File: src/design/gpio_port_params.svh
// Purpose: register offsets, field positions and reset values of the port block
// Assumes: byte addresses on a 32-bit AXI4-Lite bus, one aligned word each
// Notes:   definitions only
`ifndef GPIO_PORT_PARAMS_SVH
`define GPIO_PORT_PARAMS_SVH

`define OFS_A_DATA     8'h00
`define OFS_A_DIR      8'h04
`define OFS_A_PULLUP   8'h08
`define OFS_B_DATA     8'h0C
`define OFS_B_DIR      8'h10
`define OFS_B_PULLUP   8'h14
`define OFS_CTRL       8'h18
`define OFS_A_LATCH    8'h20
`define OFS_B_LATCH    8'h24

`define CTRL_PIN_STATE_BIT 0
`define CTRL_TRIG_SEL_BIT  1
`define CTRL_WIDTH         2

`define RST_LATCH   8'h00
`define RST_DIR     8'h00
`define RST_PULLUP  8'h00
`define RST_CTRL    2'h0

`define TRIG_PIN_IDX 3
`define SYNC_STAGES  3

`endif

File: src/design/gpio_port_pkg.sv
// Purpose: shared types of the port block
// Assumes: nothing
// Notes:   response codes as published for AXI4-Lite
package gpio_port_pkg;
  typedef enum logic [1:0] {
    resp_okay   = 2'h0,
    resp_slverr = 2'h2
  } axi_resp_e;
  typedef logic [31:0] word_t;
endpackage

File: src/design/general_purpose_io_port.sv
// Purpose: two general-purpose I/O ports (3 and 4 pins) behind AXI4-Lite
// Assumes: stop/watch entry and interrupt enables come from outside blocks
// Notes:   pin inputs pass a three-stage synchroniser before any use
`include "gpio_port_params.svh"

module general_purpose_io_port
  import gpio_port_pkg::*;
#(
  parameter int A_PINS = 3,
  parameter int B_PINS = 4
) (
  input  wire logic              clock,
  input  wire logic              rst_n,
  // axi4-lite slave
  input  wire logic [7:0]        s_axi_awaddr,
  input  wire logic              s_axi_awvalid,
  output logic                   s_axi_awready,
  input  wire logic [31:0]       s_axi_wdata,
  input  wire logic [3:0]        s_axi_wstrb,
  input  wire logic              s_axi_wvalid,
  output logic                   s_axi_wready,
  output logic [1:0]             s_axi_bresp,
  output logic                   s_axi_bvalid,
  input  wire logic              s_axi_bready,
  input  wire logic [7:0]        s_axi_araddr,
  input  wire logic              s_axi_arvalid,
  output logic                   s_axi_arready,
  output logic [31:0]            s_axi_rdata,
  output logic [1:0]             s_axi_rresp,
  output logic                   s_axi_rvalid,
  input  wire logic              s_axi_rready,
  // standby and interrupt enables
  input  wire logic              standby_active,
  input  wire logic              ext_interrupt_control_first,
  input  wire logic              interrupt_pin_select_register,
  // port a pins and peripherals
  input  wire logic [A_PINS-1:0] port_a_pin_in,
  output logic [A_PINS-1:0]      port_a_pin_out,
  output logic [A_PINS-1:0]      port_a_pin_oe_n,
  output logic [A_PINS-1:0]      port_a_pullup_on,
  input  wire logic [A_PINS-1:0] port_a_periph_oe,
  input  wire logic [A_PINS-1:0] port_a_periph_out,
  output logic [A_PINS-1:0]      port_a_periph_in,
  // port b pins and peripherals
  input  wire logic [B_PINS-1:0] port_b_pin_in,
  output logic [B_PINS-1:0]      port_b_pin_out,
  output logic [B_PINS-1:0]      port_b_pin_oe_n,
  output logic [B_PINS-1:0]      port_b_pullup_on,
  input  wire logic [B_PINS-1:0] port_b_periph_oe,
  input  wire logic [B_PINS-1:0] port_b_periph_out,
  output logic [B_PINS-1:0]      port_b_periph_in,
  // trigger routing
  input  wire logic              alternate_trigger_pin,
  output logic                   ppg_trigger_input,
  output logic                   adc_trigger_input
);

  localparam int NP = A_PINS + B_PINS;
  localparam int NS = NP + 1;

  generate
    if (A_PINS < 1 || A_PINS > 8 || B_PINS < 1 || B_PINS > 8) begin : g_bad_width
      $error("port widths must be 1 to 8");
    end
    if (B_PINS <= `TRIG_PIN_IDX) begin : g_bad_trig
      $error("port b too narrow for the trigger pin");
    end
    if (`SYNC_STAGES != 3) begin : g_bad_sync
      $error("synchroniser is built for three stages");
    end
  endgenerate

  //////////////////////////////////////////////////////////////////////////////
  // registers

  logic [A_PINS-1:0]     a_latch_q;
  logic [A_PINS-1:0]     a_dir_q;
  logic [A_PINS-1:0]     a_pull_q;
  logic [B_PINS-1:0]     b_latch_q;
  logic [B_PINS-1:0]     b_dir_q;
  logic [B_PINS-1:0]     b_pull_q;
  logic [`CTRL_WIDTH-1:0] ctrl_q;

  logic                  aw_have_q;
  logic                  w_have_q;
  logic [7:0]            aw_addr_q;
  logic [31:0]           w_data_q;
  logic                  w_lane0_q;
  logic                  bvalid_q;
  logic [1:0]            bresp_q;
  logic                  rvalid_q;
  logic [31:0]           rdata_q;
  logic [1:0]            rresp_q;

  logic                  do_write;
  logic                  wr_hit;
  logic [7:0]            wbyte;

  assign s_axi_awready = !aw_have_q && !bvalid_q;
  assign s_axi_wready  = !w_have_q && !bvalid_q;
  assign s_axi_bvalid  = bvalid_q;
  assign s_axi_bresp   = bresp_q;
  assign s_axi_arready = !rvalid_q;
  assign s_axi_rvalid  = rvalid_q;
  assign s_axi_rdata   = rdata_q;
  assign s_axi_rresp   = rresp_q;

  // register update and raised bvalid share one edge, so software
  // never reads a stale value once it has its answer
  // both halves held; address and data may come in either order
  assign do_write = aw_have_q && w_have_q && !bvalid_q;
  assign wbyte    = w_data_q[7:0];

  // unmapped offsets answer with an error and write nothing
  always_comb begin
    case (aw_addr_q)
      `OFS_A_DATA, `OFS_A_DIR, `OFS_A_PULLUP,
      `OFS_B_DATA, `OFS_B_DIR, `OFS_B_PULLUP,
      `OFS_CTRL, `OFS_A_LATCH, `OFS_B_LATCH: wr_hit = 1'b1;
      default: wr_hit = 1'b0;
    endcase
  end

  always_ff @(posedge clock or negedge rst_n) begin
    if (!rst_n) begin
      aw_have_q <= 1'b0;
      aw_addr_q <= 8'h00;
    end else if (s_axi_awvalid && s_axi_awready) begin
      aw_have_q <= 1'b1;
      aw_addr_q <= {s_axi_awaddr[7:2], 2'b00};
    end else if (do_write) begin
      aw_have_q <= 1'b0;
    end
  end

  always_ff @(posedge clock or negedge rst_n) begin
    if (!rst_n) begin
      w_have_q  <= 1'b0;
      w_data_q  <= 32'h0000_0000;
      w_lane0_q <= 1'b0;
    end else if (s_axi_wvalid && s_axi_wready) begin
      w_have_q  <= 1'b1;
      w_data_q  <= s_axi_wdata;
      w_lane0_q <= s_axi_wstrb[0];
    end else if (do_write) begin
      w_have_q <= 1'b0;
    end
  end

  // do_write cannot fire while bvalid stands, so set and clear never meet
  always_ff @(posedge clock or negedge rst_n) begin
    if (!rst_n) begin
      bvalid_q <= 1'b0;
      bresp_q  <= resp_okay;
    end else if (do_write) begin
      bvalid_q <= 1'b1;
      bresp_q  <= wr_hit ? resp_okay : resp_slverr;
    end else if (s_axi_bready) begin
      bvalid_q <= 1'b0;
    end
  end

  // only byte lane 0 carries register bits; other lanes are ignored
  always_ff @(posedge clock or negedge rst_n) begin
    if (!rst_n) begin
      a_latch_q <= A_PINS'(`RST_LATCH);
      b_latch_q <= B_PINS'(`RST_LATCH);
    end else if (do_write && w_lane0_q) begin
      // latch view offset stores the same latch as the data offset
      if (aw_addr_q == `OFS_A_DATA || aw_addr_q == `OFS_A_LATCH) begin
        a_latch_q <= wbyte[A_PINS-1:0];
      end
      if (aw_addr_q == `OFS_B_DATA || aw_addr_q == `OFS_B_LATCH) begin
        b_latch_q <= wbyte[B_PINS-1:0];
      end
    end
  end

  always_ff @(posedge clock or negedge rst_n) begin
    if (!rst_n) begin
      a_dir_q <= A_PINS'(`RST_DIR);
      b_dir_q <= B_PINS'(`RST_DIR);
    end else if (do_write && w_lane0_q) begin
      if (aw_addr_q == `OFS_A_DIR) begin
        a_dir_q <= wbyte[A_PINS-1:0];
      end
      if (aw_addr_q == `OFS_B_DIR) begin
        b_dir_q <= wbyte[B_PINS-1:0];
      end
    end
  end

  always_ff @(posedge clock or negedge rst_n) begin
    if (!rst_n) begin
      a_pull_q <= A_PINS'(`RST_PULLUP);
      b_pull_q <= B_PINS'(`RST_PULLUP);
    end else if (do_write && w_lane0_q) begin
      if (aw_addr_q == `OFS_A_PULLUP) begin
        a_pull_q <= wbyte[A_PINS-1:0];
      end
      if (aw_addr_q == `OFS_B_PULLUP) begin
        b_pull_q <= wbyte[B_PINS-1:0];
      end
    end
  end

  always_ff @(posedge clock or negedge rst_n) begin
    if (!rst_n) begin
      ctrl_q <= `RST_CTRL;
    end else if (do_write && w_lane0_q && aw_addr_q == `OFS_CTRL) begin
      ctrl_q <= wbyte[`CTRL_WIDTH-1:0];
    end
  end

  //////////////////////////////////////////////////////////////////////////////
  // pin input synchroniser and blocking

  logic [NS-1:0] raw_in;
  logic [NS-1:0] s1_q;
  logic [NS-1:0] s2_q;
  logic [NS-1:0] s3_q;
  logic [NS-1:0] filt_q;
  logic          forced;
  logic          trig_keep;
  logic [NP-1:0] pin_int;

  assign raw_in = {alternate_trigger_pin, port_b_pin_in, port_a_pin_in};

  // stage one may be metastable, so only stage two reads it
  // a level is accepted only once two late stages agree
  always_ff @(posedge clock or negedge rst_n) begin
    if (!rst_n) begin
      s1_q   <= '0;
      s2_q   <= '0;
      s3_q   <= '0;
      filt_q <= '0;
    end else begin
      s1_q <= raw_in;
      s2_q <= s1_q;
      s3_q <= s2_q;
      for (int i = 0; i < NS; i++) begin
        if (s2_q[i] == s3_q[i]) begin
          filt_q[i] <= s3_q[i];
        end
      end
    end
  end

  assign forced    = standby_active && ctrl_q[`CTRL_PIN_STATE_BIT];
  // only port b pin 3 can be exempted, through its interrupt enables
  assign trig_keep = ext_interrupt_control_first && interrupt_pin_select_register;

  //////////////////////////////////////////////////////////////////////////////
  // per-pin drive, pull-up and input path

  logic [NP-1:0] latch_all;
  logic [NP-1:0] dir_all;
  logic [NP-1:0] pull_all;
  logic [NP-1:0] poe_all;
  logic [NP-1:0] pout_all;
  logic [NP-1:0] out_all;
  logic [NP-1:0] drv_all;
  logic [NP-1:0] pu_all;
  logic [NP-1:0] rd_all;

  assign latch_all = {b_latch_q, a_latch_q};
  assign dir_all   = {b_dir_q, a_dir_q};
  assign pull_all  = {b_pull_q, a_pull_q};
  assign poe_all   = {port_b_periph_oe, port_a_periph_oe};
  assign pout_all  = {port_b_periph_out, port_a_periph_out};

  generate
    for (genvar i = 0; i < NP; i++) begin : g_pin
      logic keep;
      assign keep = (i == A_PINS + `TRIG_PIN_IDX) && trig_keep;
      // peripheral output wins over port output
      assign out_all[i] = poe_all[i] ? pout_all[i] : latch_all[i];
      assign drv_all[i] = !forced && (poe_all[i] || dir_all[i]);
      // pull-up drops only while the pin is really driven low
      assign pu_all[i]  = pull_all[i] && !(drv_all[i] && !out_all[i]);
      assign pin_int[i] = (forced && !keep) ? 1'b0 : filt_q[i];
      // port output mode reads the latch, anything else reads the pin
      assign rd_all[i]  = (dir_all[i] && !poe_all[i]) ? latch_all[i] : pin_int[i];
    end
  endgenerate

  assign port_a_pin_out   = out_all[A_PINS-1:0];
  assign port_b_pin_out   = out_all[NP-1:A_PINS];
  assign port_a_pin_oe_n  = ~drv_all[A_PINS-1:0];
  assign port_b_pin_oe_n  = ~drv_all[NP-1:A_PINS];
  assign port_a_pullup_on = pu_all[A_PINS-1:0];
  assign port_b_pullup_on = pu_all[NP-1:A_PINS];
  assign port_a_periph_in = pin_int[A_PINS-1:0];
  assign port_b_periph_in = pin_int[NP-1:A_PINS];

  //////////////////////////////////////////////////////////////////////////////
  // trigger routing

  // alternate pin is blocked in forced standby like the others
  always_comb begin
    if (ctrl_q[`CTRL_TRIG_SEL_BIT]) begin
      ppg_trigger_input = forced ? 1'b0 : filt_q[NP];
    end else begin
      ppg_trigger_input = pin_int[A_PINS + `TRIG_PIN_IDX];
    end
    adc_trigger_input = ppg_trigger_input;
  end

  //////////////////////////////////////////////////////////////////////////////
  // read channel, one cycle after the address is taken

  logic [7:0]  ra;
  logic [31:0] rd_d;
  logic [1:0]  rr_d;

  assign ra = {s_axi_araddr[7:2], 2'b00};

  always_comb begin
    rd_d = 32'h0000_0000;
    rr_d = resp_okay;
    case (ra)
      `OFS_A_DATA:   rd_d[A_PINS-1:0] = rd_all[A_PINS-1:0];
      `OFS_B_DATA:   rd_d[B_PINS-1:0] = rd_all[NP-1:A_PINS];
      // latch view returns the latch whatever the direction
      `OFS_A_LATCH:  rd_d[A_PINS-1:0] = a_latch_q;
      `OFS_B_LATCH:  rd_d[B_PINS-1:0] = b_latch_q;
      `OFS_A_DIR:    rd_d[A_PINS-1:0] = a_dir_q;
      `OFS_B_DIR:    rd_d[B_PINS-1:0] = b_dir_q;
      `OFS_A_PULLUP: rd_d[A_PINS-1:0] = a_pull_q;
      `OFS_B_PULLUP: rd_d[B_PINS-1:0] = b_pull_q;
      `OFS_CTRL:     rd_d[`CTRL_WIDTH-1:0] = ctrl_q;
      default:       rr_d = resp_slverr;
    endcase
  end

  // arready stays low while rvalid stands: one read in flight at most
  always_ff @(posedge clock or negedge rst_n) begin
    if (!rst_n) begin
      rvalid_q <= 1'b0;
      rdata_q  <= 32'h0000_0000;
      rresp_q  <= resp_okay;
    end else if (s_axi_arvalid && s_axi_arready) begin
      rvalid_q <= 1'b1;
      rdata_q  <= rd_d;
      rresp_q  <= rr_d;
    end else if (s_axi_rready) begin
      rvalid_q <= 1'b0;
    end
  end

endmodule

File: config.mk
export PLATFORM = sky130hd
export DESIGN_NAME = general_purpose_io_port
export DESIGN_NICKNAME = d
export VERILOG_FILES = /design/src/design/gpio_port_pkg.sv /design/src/design/general_purpose_io_port.sv
export VERILOG_INCLUDE_DIRS = /design/src /design/src/design
export SDC_FILE = /design/constraint.sdc
export NUM_CORES = 1
export LEC_CHECK = 0
export CORE_MARGIN = 5
export CORE_UTILIZATION = 55
export CTS_CLUSTER_SIZE = 25
export DETAILED_ROUTE_END_ITERATION = 10
export DONT_BUFFER_PORTS = 1
export GPL_TIMING_DRIVEN = 0
export PLACE_DENSITY = 0.7
export SYNTH_ARGS = -nofsm -noshare
export SYNTH_HDL_FRONTEND = slang
export SYNTH_SLANG_ARGS = --single-unit
File: constraint.sdc
create_clock -name clock -period 3.95 [get_ports clock]
set_input_delay 1.185 -clock clock [delete_from_list [all_inputs] [get_ports clock]]
set_output_delay 1.185 -clock clock [all_outputs]
set_load 0.02 [all_outputs]
# Word-level counts from Yosys, hierarchy flattened

Cells that the tools add are included.

Register bits: 78
Latch bits: 0
RAM bits: 0
Memory bits (read-only): 0
Input port bits: 84
Memories kept: 0

$add $sub $neg: 0
$mul: 0
Div/mod/pow operators: 0
Order comparisons: 0
Equality and inequality tests: 24
Shift-type cells: 0
Muxes and demuxes: 36
Bitwise gates (word level): 2
Reductions and logical operators: 90

Operators with widths:

| kind                                          | count |
|---|---|
| logical AND 1 bit                             | 40 |
| == test 6 x 3 -> 1 bit, second input constant | 6 |
| 2-to-1 mux 1 bit                              | 31 |
| logical NOT 1 bit                             | 27 |
| == test 6 x 2 -> 1 bit, second input constant | 4 |
| == test 6 x 4 -> 1 bit, second input constant | 4 |
| one-hot mux 2 bit (9 select lines)            | 1 |
| OR reduction 9 bit                            | 2 |
| logical NOT 8 bit                             | 2 |
| == test 6 x 1 -> 1 bit, second input constant | 2 |
| AND reduction 2 bit                           | 6 |
| logical OR 1 bit                              | 9 |
| == test 1 bit                                 | 8 |
| one-hot mux 1 bit (8 select lines)            | 1 |
| nonzero test 2 bit                            | 4 |
| 2-to-1 mux 2 bit                              | 2 |
| inverter 4 bit                                | 1 |
| one-hot mux 1 bit (4 select lines)            | 1 |
| inverter 3 bit                                | 1 |

# Logic depth before layout (Yosys ltp)

Word-level depth: 6
Mapped depth: 6
Gate-level depth less buffers: 5

# Worst setup path after synthesis

OpenSTA, ideal clock, no wires.

Path kind: input port to output port
Start: input standby_active
End: output ppg_trigger_input
Arrival: 2637 ps
Required time: 2765 ps
Setup slack: 128 ps
Cell stages on the path: 6
Path buffers: 1
Cells stage by stage: nand2_1 -> a21oi_1 -> nor2b_1 -> inv_1 -> o21ai_0 -> buf_4

Longest elaborated chain between the ends: 4

Ends and longest elaborated chain:

| element                       | RTL line                       | text |
|---|---|---|
| from (decl)                   | general_purpose_io_port.sv:33  | `input wire logic standby_active,` |
| logical AND 1 bit             | general_purpose_io_port.sv:249 | `` assign forced = standby_active && ctrl_q[`CTRL_PIN_STATE_BIT]; `` |
| logical AND 1 bit             | general_purpose_io_port.sv:281 | `assign pin_int[i] = (forced && !keep) ? 1'b0 : filt_q[i];` |
| 2-to-1 mux 1 bit              | general_purpose_io_port.sv:281 |  |
| named net port_b_periph_in[3] | general_purpose_io_port.sv:51  | `output logic [B_PINS-1:0] port_b_periph_in,` |
| 2-to-1 mux 1 bit              | general_purpose_io_port.sv:301 | `` if (ctrl_q[`CTRL_TRIG_SEL_BIT]) begin `` |
| to (decl)                     | general_purpose_io_port.sv:54  | `output logic ppg_trigger_input,` |

The timed path passes the listed nets, and every way through them passes these cells.

# Worst setup path in the final report

Same ends and word-level chain as after synthesis.

==> results.md <==
- Die ar.: 8580 µm²
- Endpoints failing hold: 0
- Number of flops mapped to enable cells by yosys: 0
- Combinational share of power: approximately 28%
- Status: complete, no violations
- WP data required: 2760 ps
- Type of origin of the critical path: primary input
- Clock buffer depth: 2
- CTS buffer count: 9
- First-pass GRT wire length: 13100 µm
- Share of layout cells above drive strength 1: 29.0%
- Initial antenna violation count: 0
- Post-layout util: roughly 62%
- Critical Path End: ppg_trigger_input
- Register area share after synthesis: between 50% and 60%
- Internal power: 1.51 mW
- Seq cells post-synth: 76
- Worst vdd ir: 0.000354 V
- N_diodes: 0
- Multiplexer share of the synthesized area: 12.6%
- Clock Sinks: 76
- Via count: 2476
- RSZ-0062 raised after global routing: false
- Area share of and/or/nand/nor cells after synthesis: 15.0%
- Final period utilization: between 90% and 100%
- Worst-path clk slew: 80 ps
- Power per cell area: 589 nW/µm²
- ANT nets after route: 0
- IO buf count: 0
- Fill count: 559
- Clock root buffer: clkbuf_8
- Main flop type after synthesis: dfrtp_1
- Worst R2R Path Depth: 5
- Pre-CTS WS: -360 ps
- Die W: 92.6 µm
- Synth warnings: 0
- R2R Setup Slk: 2030 ps
- Initial drt markers: 195
- Syn Std Cell Area: 3760 µm²
- Total GRT Usage: 19.7%
- Final Max Tran Viols: 0
- Drt wl/cell: 17.9 µm
- Placed Instances: 430
- # Post-CTS Setup Buffers: 0
- Crit path from: standby_active
- Met3 wire len: 679 µm
- Worst Clk Skew: about 9.2 ps
- CP Data Arrival Time: 2680 ps
- Post-layout nets: 445
- Die height: roughly 90 µm
- Yosys cell types: 57
- First-pass detailed-route iteration total: 5
- P&R area growth vs syn: 10.7%
- Post-DP HPWL: approximately 6100 µm
- Reg area: about 1900 µm²
- CTS tree: done
- Synth top area cells: dfrtp_1 51%, mux2_2 10%, buf_4 6.2%
- Placer Congestion: roughly 0.86
- Slew HR: 44.4%
- Top Layer Used: met4
- Sequential power share: roughly 49%
- Met2 WL: roughly 3800 µm
- Core Region: roughly 6700 µm²
- Fin Hold WS: 353 ps
- I/O pin total: 155
- Multi-input gate area in the final layout: 1640 µm²
- Largest net degree at the start of global routing: 77
- Most frequent cells in the layout: 76 x dfrtp_1, 34 x mux2_2, 31 x buf_4
- Vias in the first global route: about 2600
- Grt ovf: 0
- DR vias/cell: 5.55
- Final std cells w/o fill: approximately 450
- Setup Viol. Count Final: 0
- HP Start: s1_q[2]$_DFF_PN0_
- Clock H-tree levels: 3
- Num rows: 30
- Async SR Flop Fraction: 100%
- Synth Area in Compound Gates: 10.6%
- Crit. End Element: output port
- Crit Path Category: primary input to output port
- Clk_lat worst skew: 350 ps
- Leak: 1.96 nW
- Main combinational cell family by area after synthesis: simple AND/OR/NAND/NOR gates
- Hold Path Class: flip-flop to flip-flop
- NetSw: just over 0.9 mW
- Starting density of the core: 55.9%
- Drt drc: 0
- Largest area contributor in the netlist: dfrtp_1
- Crit-path max FO: 8
- Measured slew at the worst slew-check pin: 826 ps
- Max Fclk: roughly 260 MHz
- Reg-to-Reg Start: ctrl_q[0]$_DFFE_PN0P_
- Max Cap Violations: 0
- Reg-to-reg critical path endpoint: s_axi_rdata[1]$_DFFE_PN0P_
- Sw frac: 38.2%
- Wl on met1: between 3000 and 4000 µm
- WL final: 7990 µm
- Clock power share: 23.0%
- Area share of the largest cell type after synthesis: between 50% and 60%
- Fin crit period: 3870 ps
- Post-route setup slack: 84.9 ps
- Average size of a mapped cell: about 12 µm²
- Commonest non-fill, non-tap cell in the layout: dfrtp_1
- Synth Area in Adders: 2.13%
- Cells after Synth: 321
- Post-Synth XOR/XNOR Area: 0.233%
[state kept, by name, indices dropped and copies added, names as in the netlist, 4 cells and up]
signal and cells:
b_pull_q 4, s1_q 8, filt_q 8, s2_q 8, b_dir_q 4, s_axi_rdata 4
aw_addr_q 6, s3_q 8, w_data_q 4, b_latch_q 4
[power groups by stage]
stage                     Clock (mW)  Combinational (mW)  Sequential [mW]
after global routing           0.616               0.749             1.23
final                          0.562               0.685             1.20
after CTS                      0.578               0.691             1.20
after detailed placement           0               0.688             1.22
after floorplan                    0               0.611             1.14
after global placement             0               0.673             1.21
[cell usage after synthesis, types with 8 or more instances]
cell     instances
dfrtp_1         76
mux2_2          34
buf_4           31
o21ai_0         19
nand2_1         14
a21oi_1         11
nor2_1          11
inv_1            9
nor2b_1          9
maj3_1           8
[cell families (layout without fill, tap and decap cells)]
logic type                 Yosys count  in the layout
AOI/OAI and AO/OA                   61             61
xor gates and xnor gates             1              1
adders and majority gates            8              8
buffers and inverters               51             67
DFF                                 76             76
muxes                               41             41
other                                1             30
and+or+nand+nor                     82             82
[area by class of cell]
class,count,area share [%]
Clock inverter,7,1.56
Multi-Input combinational cell,223,39.4
Clock buffer,9,2.98
Inverter,10,0.903
Buffer,41,7.01
Tap cell,80,2.41
Sequential cell,76,45.7
[worst min path at each step]
stage | end | slack, ps | depth (start not counted)
after floorplan | s2_q[0]$_DFF_PN0_ | 330 | 0
after global placement | s2_q[0]$_DFF_PN0_ | 330 | 0
after detailed placement | s2_q[7]$_DFF_PN0_ | 340 | 0
after CTS | s2_q[2]$_DFF_PN0_ | 360 | 0
after global routing | s2_q[2]$_DFF_PN0_ | 360 | 0
final | s2_q[2]$_DFF_PN0_ | 350 | 0
[timing repair]
| action | 4_1_cts | 5_1_grt |
|---|---|---|
| hold buffers | 0 | 0 |
| endpoints found under the setup margin | 2 | 6 |
| gates cloned | 0 | 0 |
| gates resized for setup | 2 | 2 |
| endpoints found under the hold margin | 0 | 0 |
[worst max-delay path, cell delays in order]
cell and delay, ps:
nand2_1 240, a21oi_1 100, nor2b_2 410, inv_1 80
o21ai_1 420, buf_4 240
[per-stage QoR]
step | total power, mW | TNS (ps) | cell area, µm²
global placement | 1.88 | -512 | 3970
detailed placement | 1.91 | -454 | 3970
floorplan | 1.75 | 0 | 3860
finish | 2.45 | 0 | 4160
CTS | 2.47 | 0 | 4160
global route | 2.60 | 0 | 4160
[per-layer routing]
metal / track usage, % / vias to the layer above
met3: 5.61 / 20
met5: 0 / -
met1: 25.8 / 1192
li1: - / 1164
met4: 8.67 / 0
met2: 30.5 / 100
Note: power is estimated with default switching activity, not from simulation.
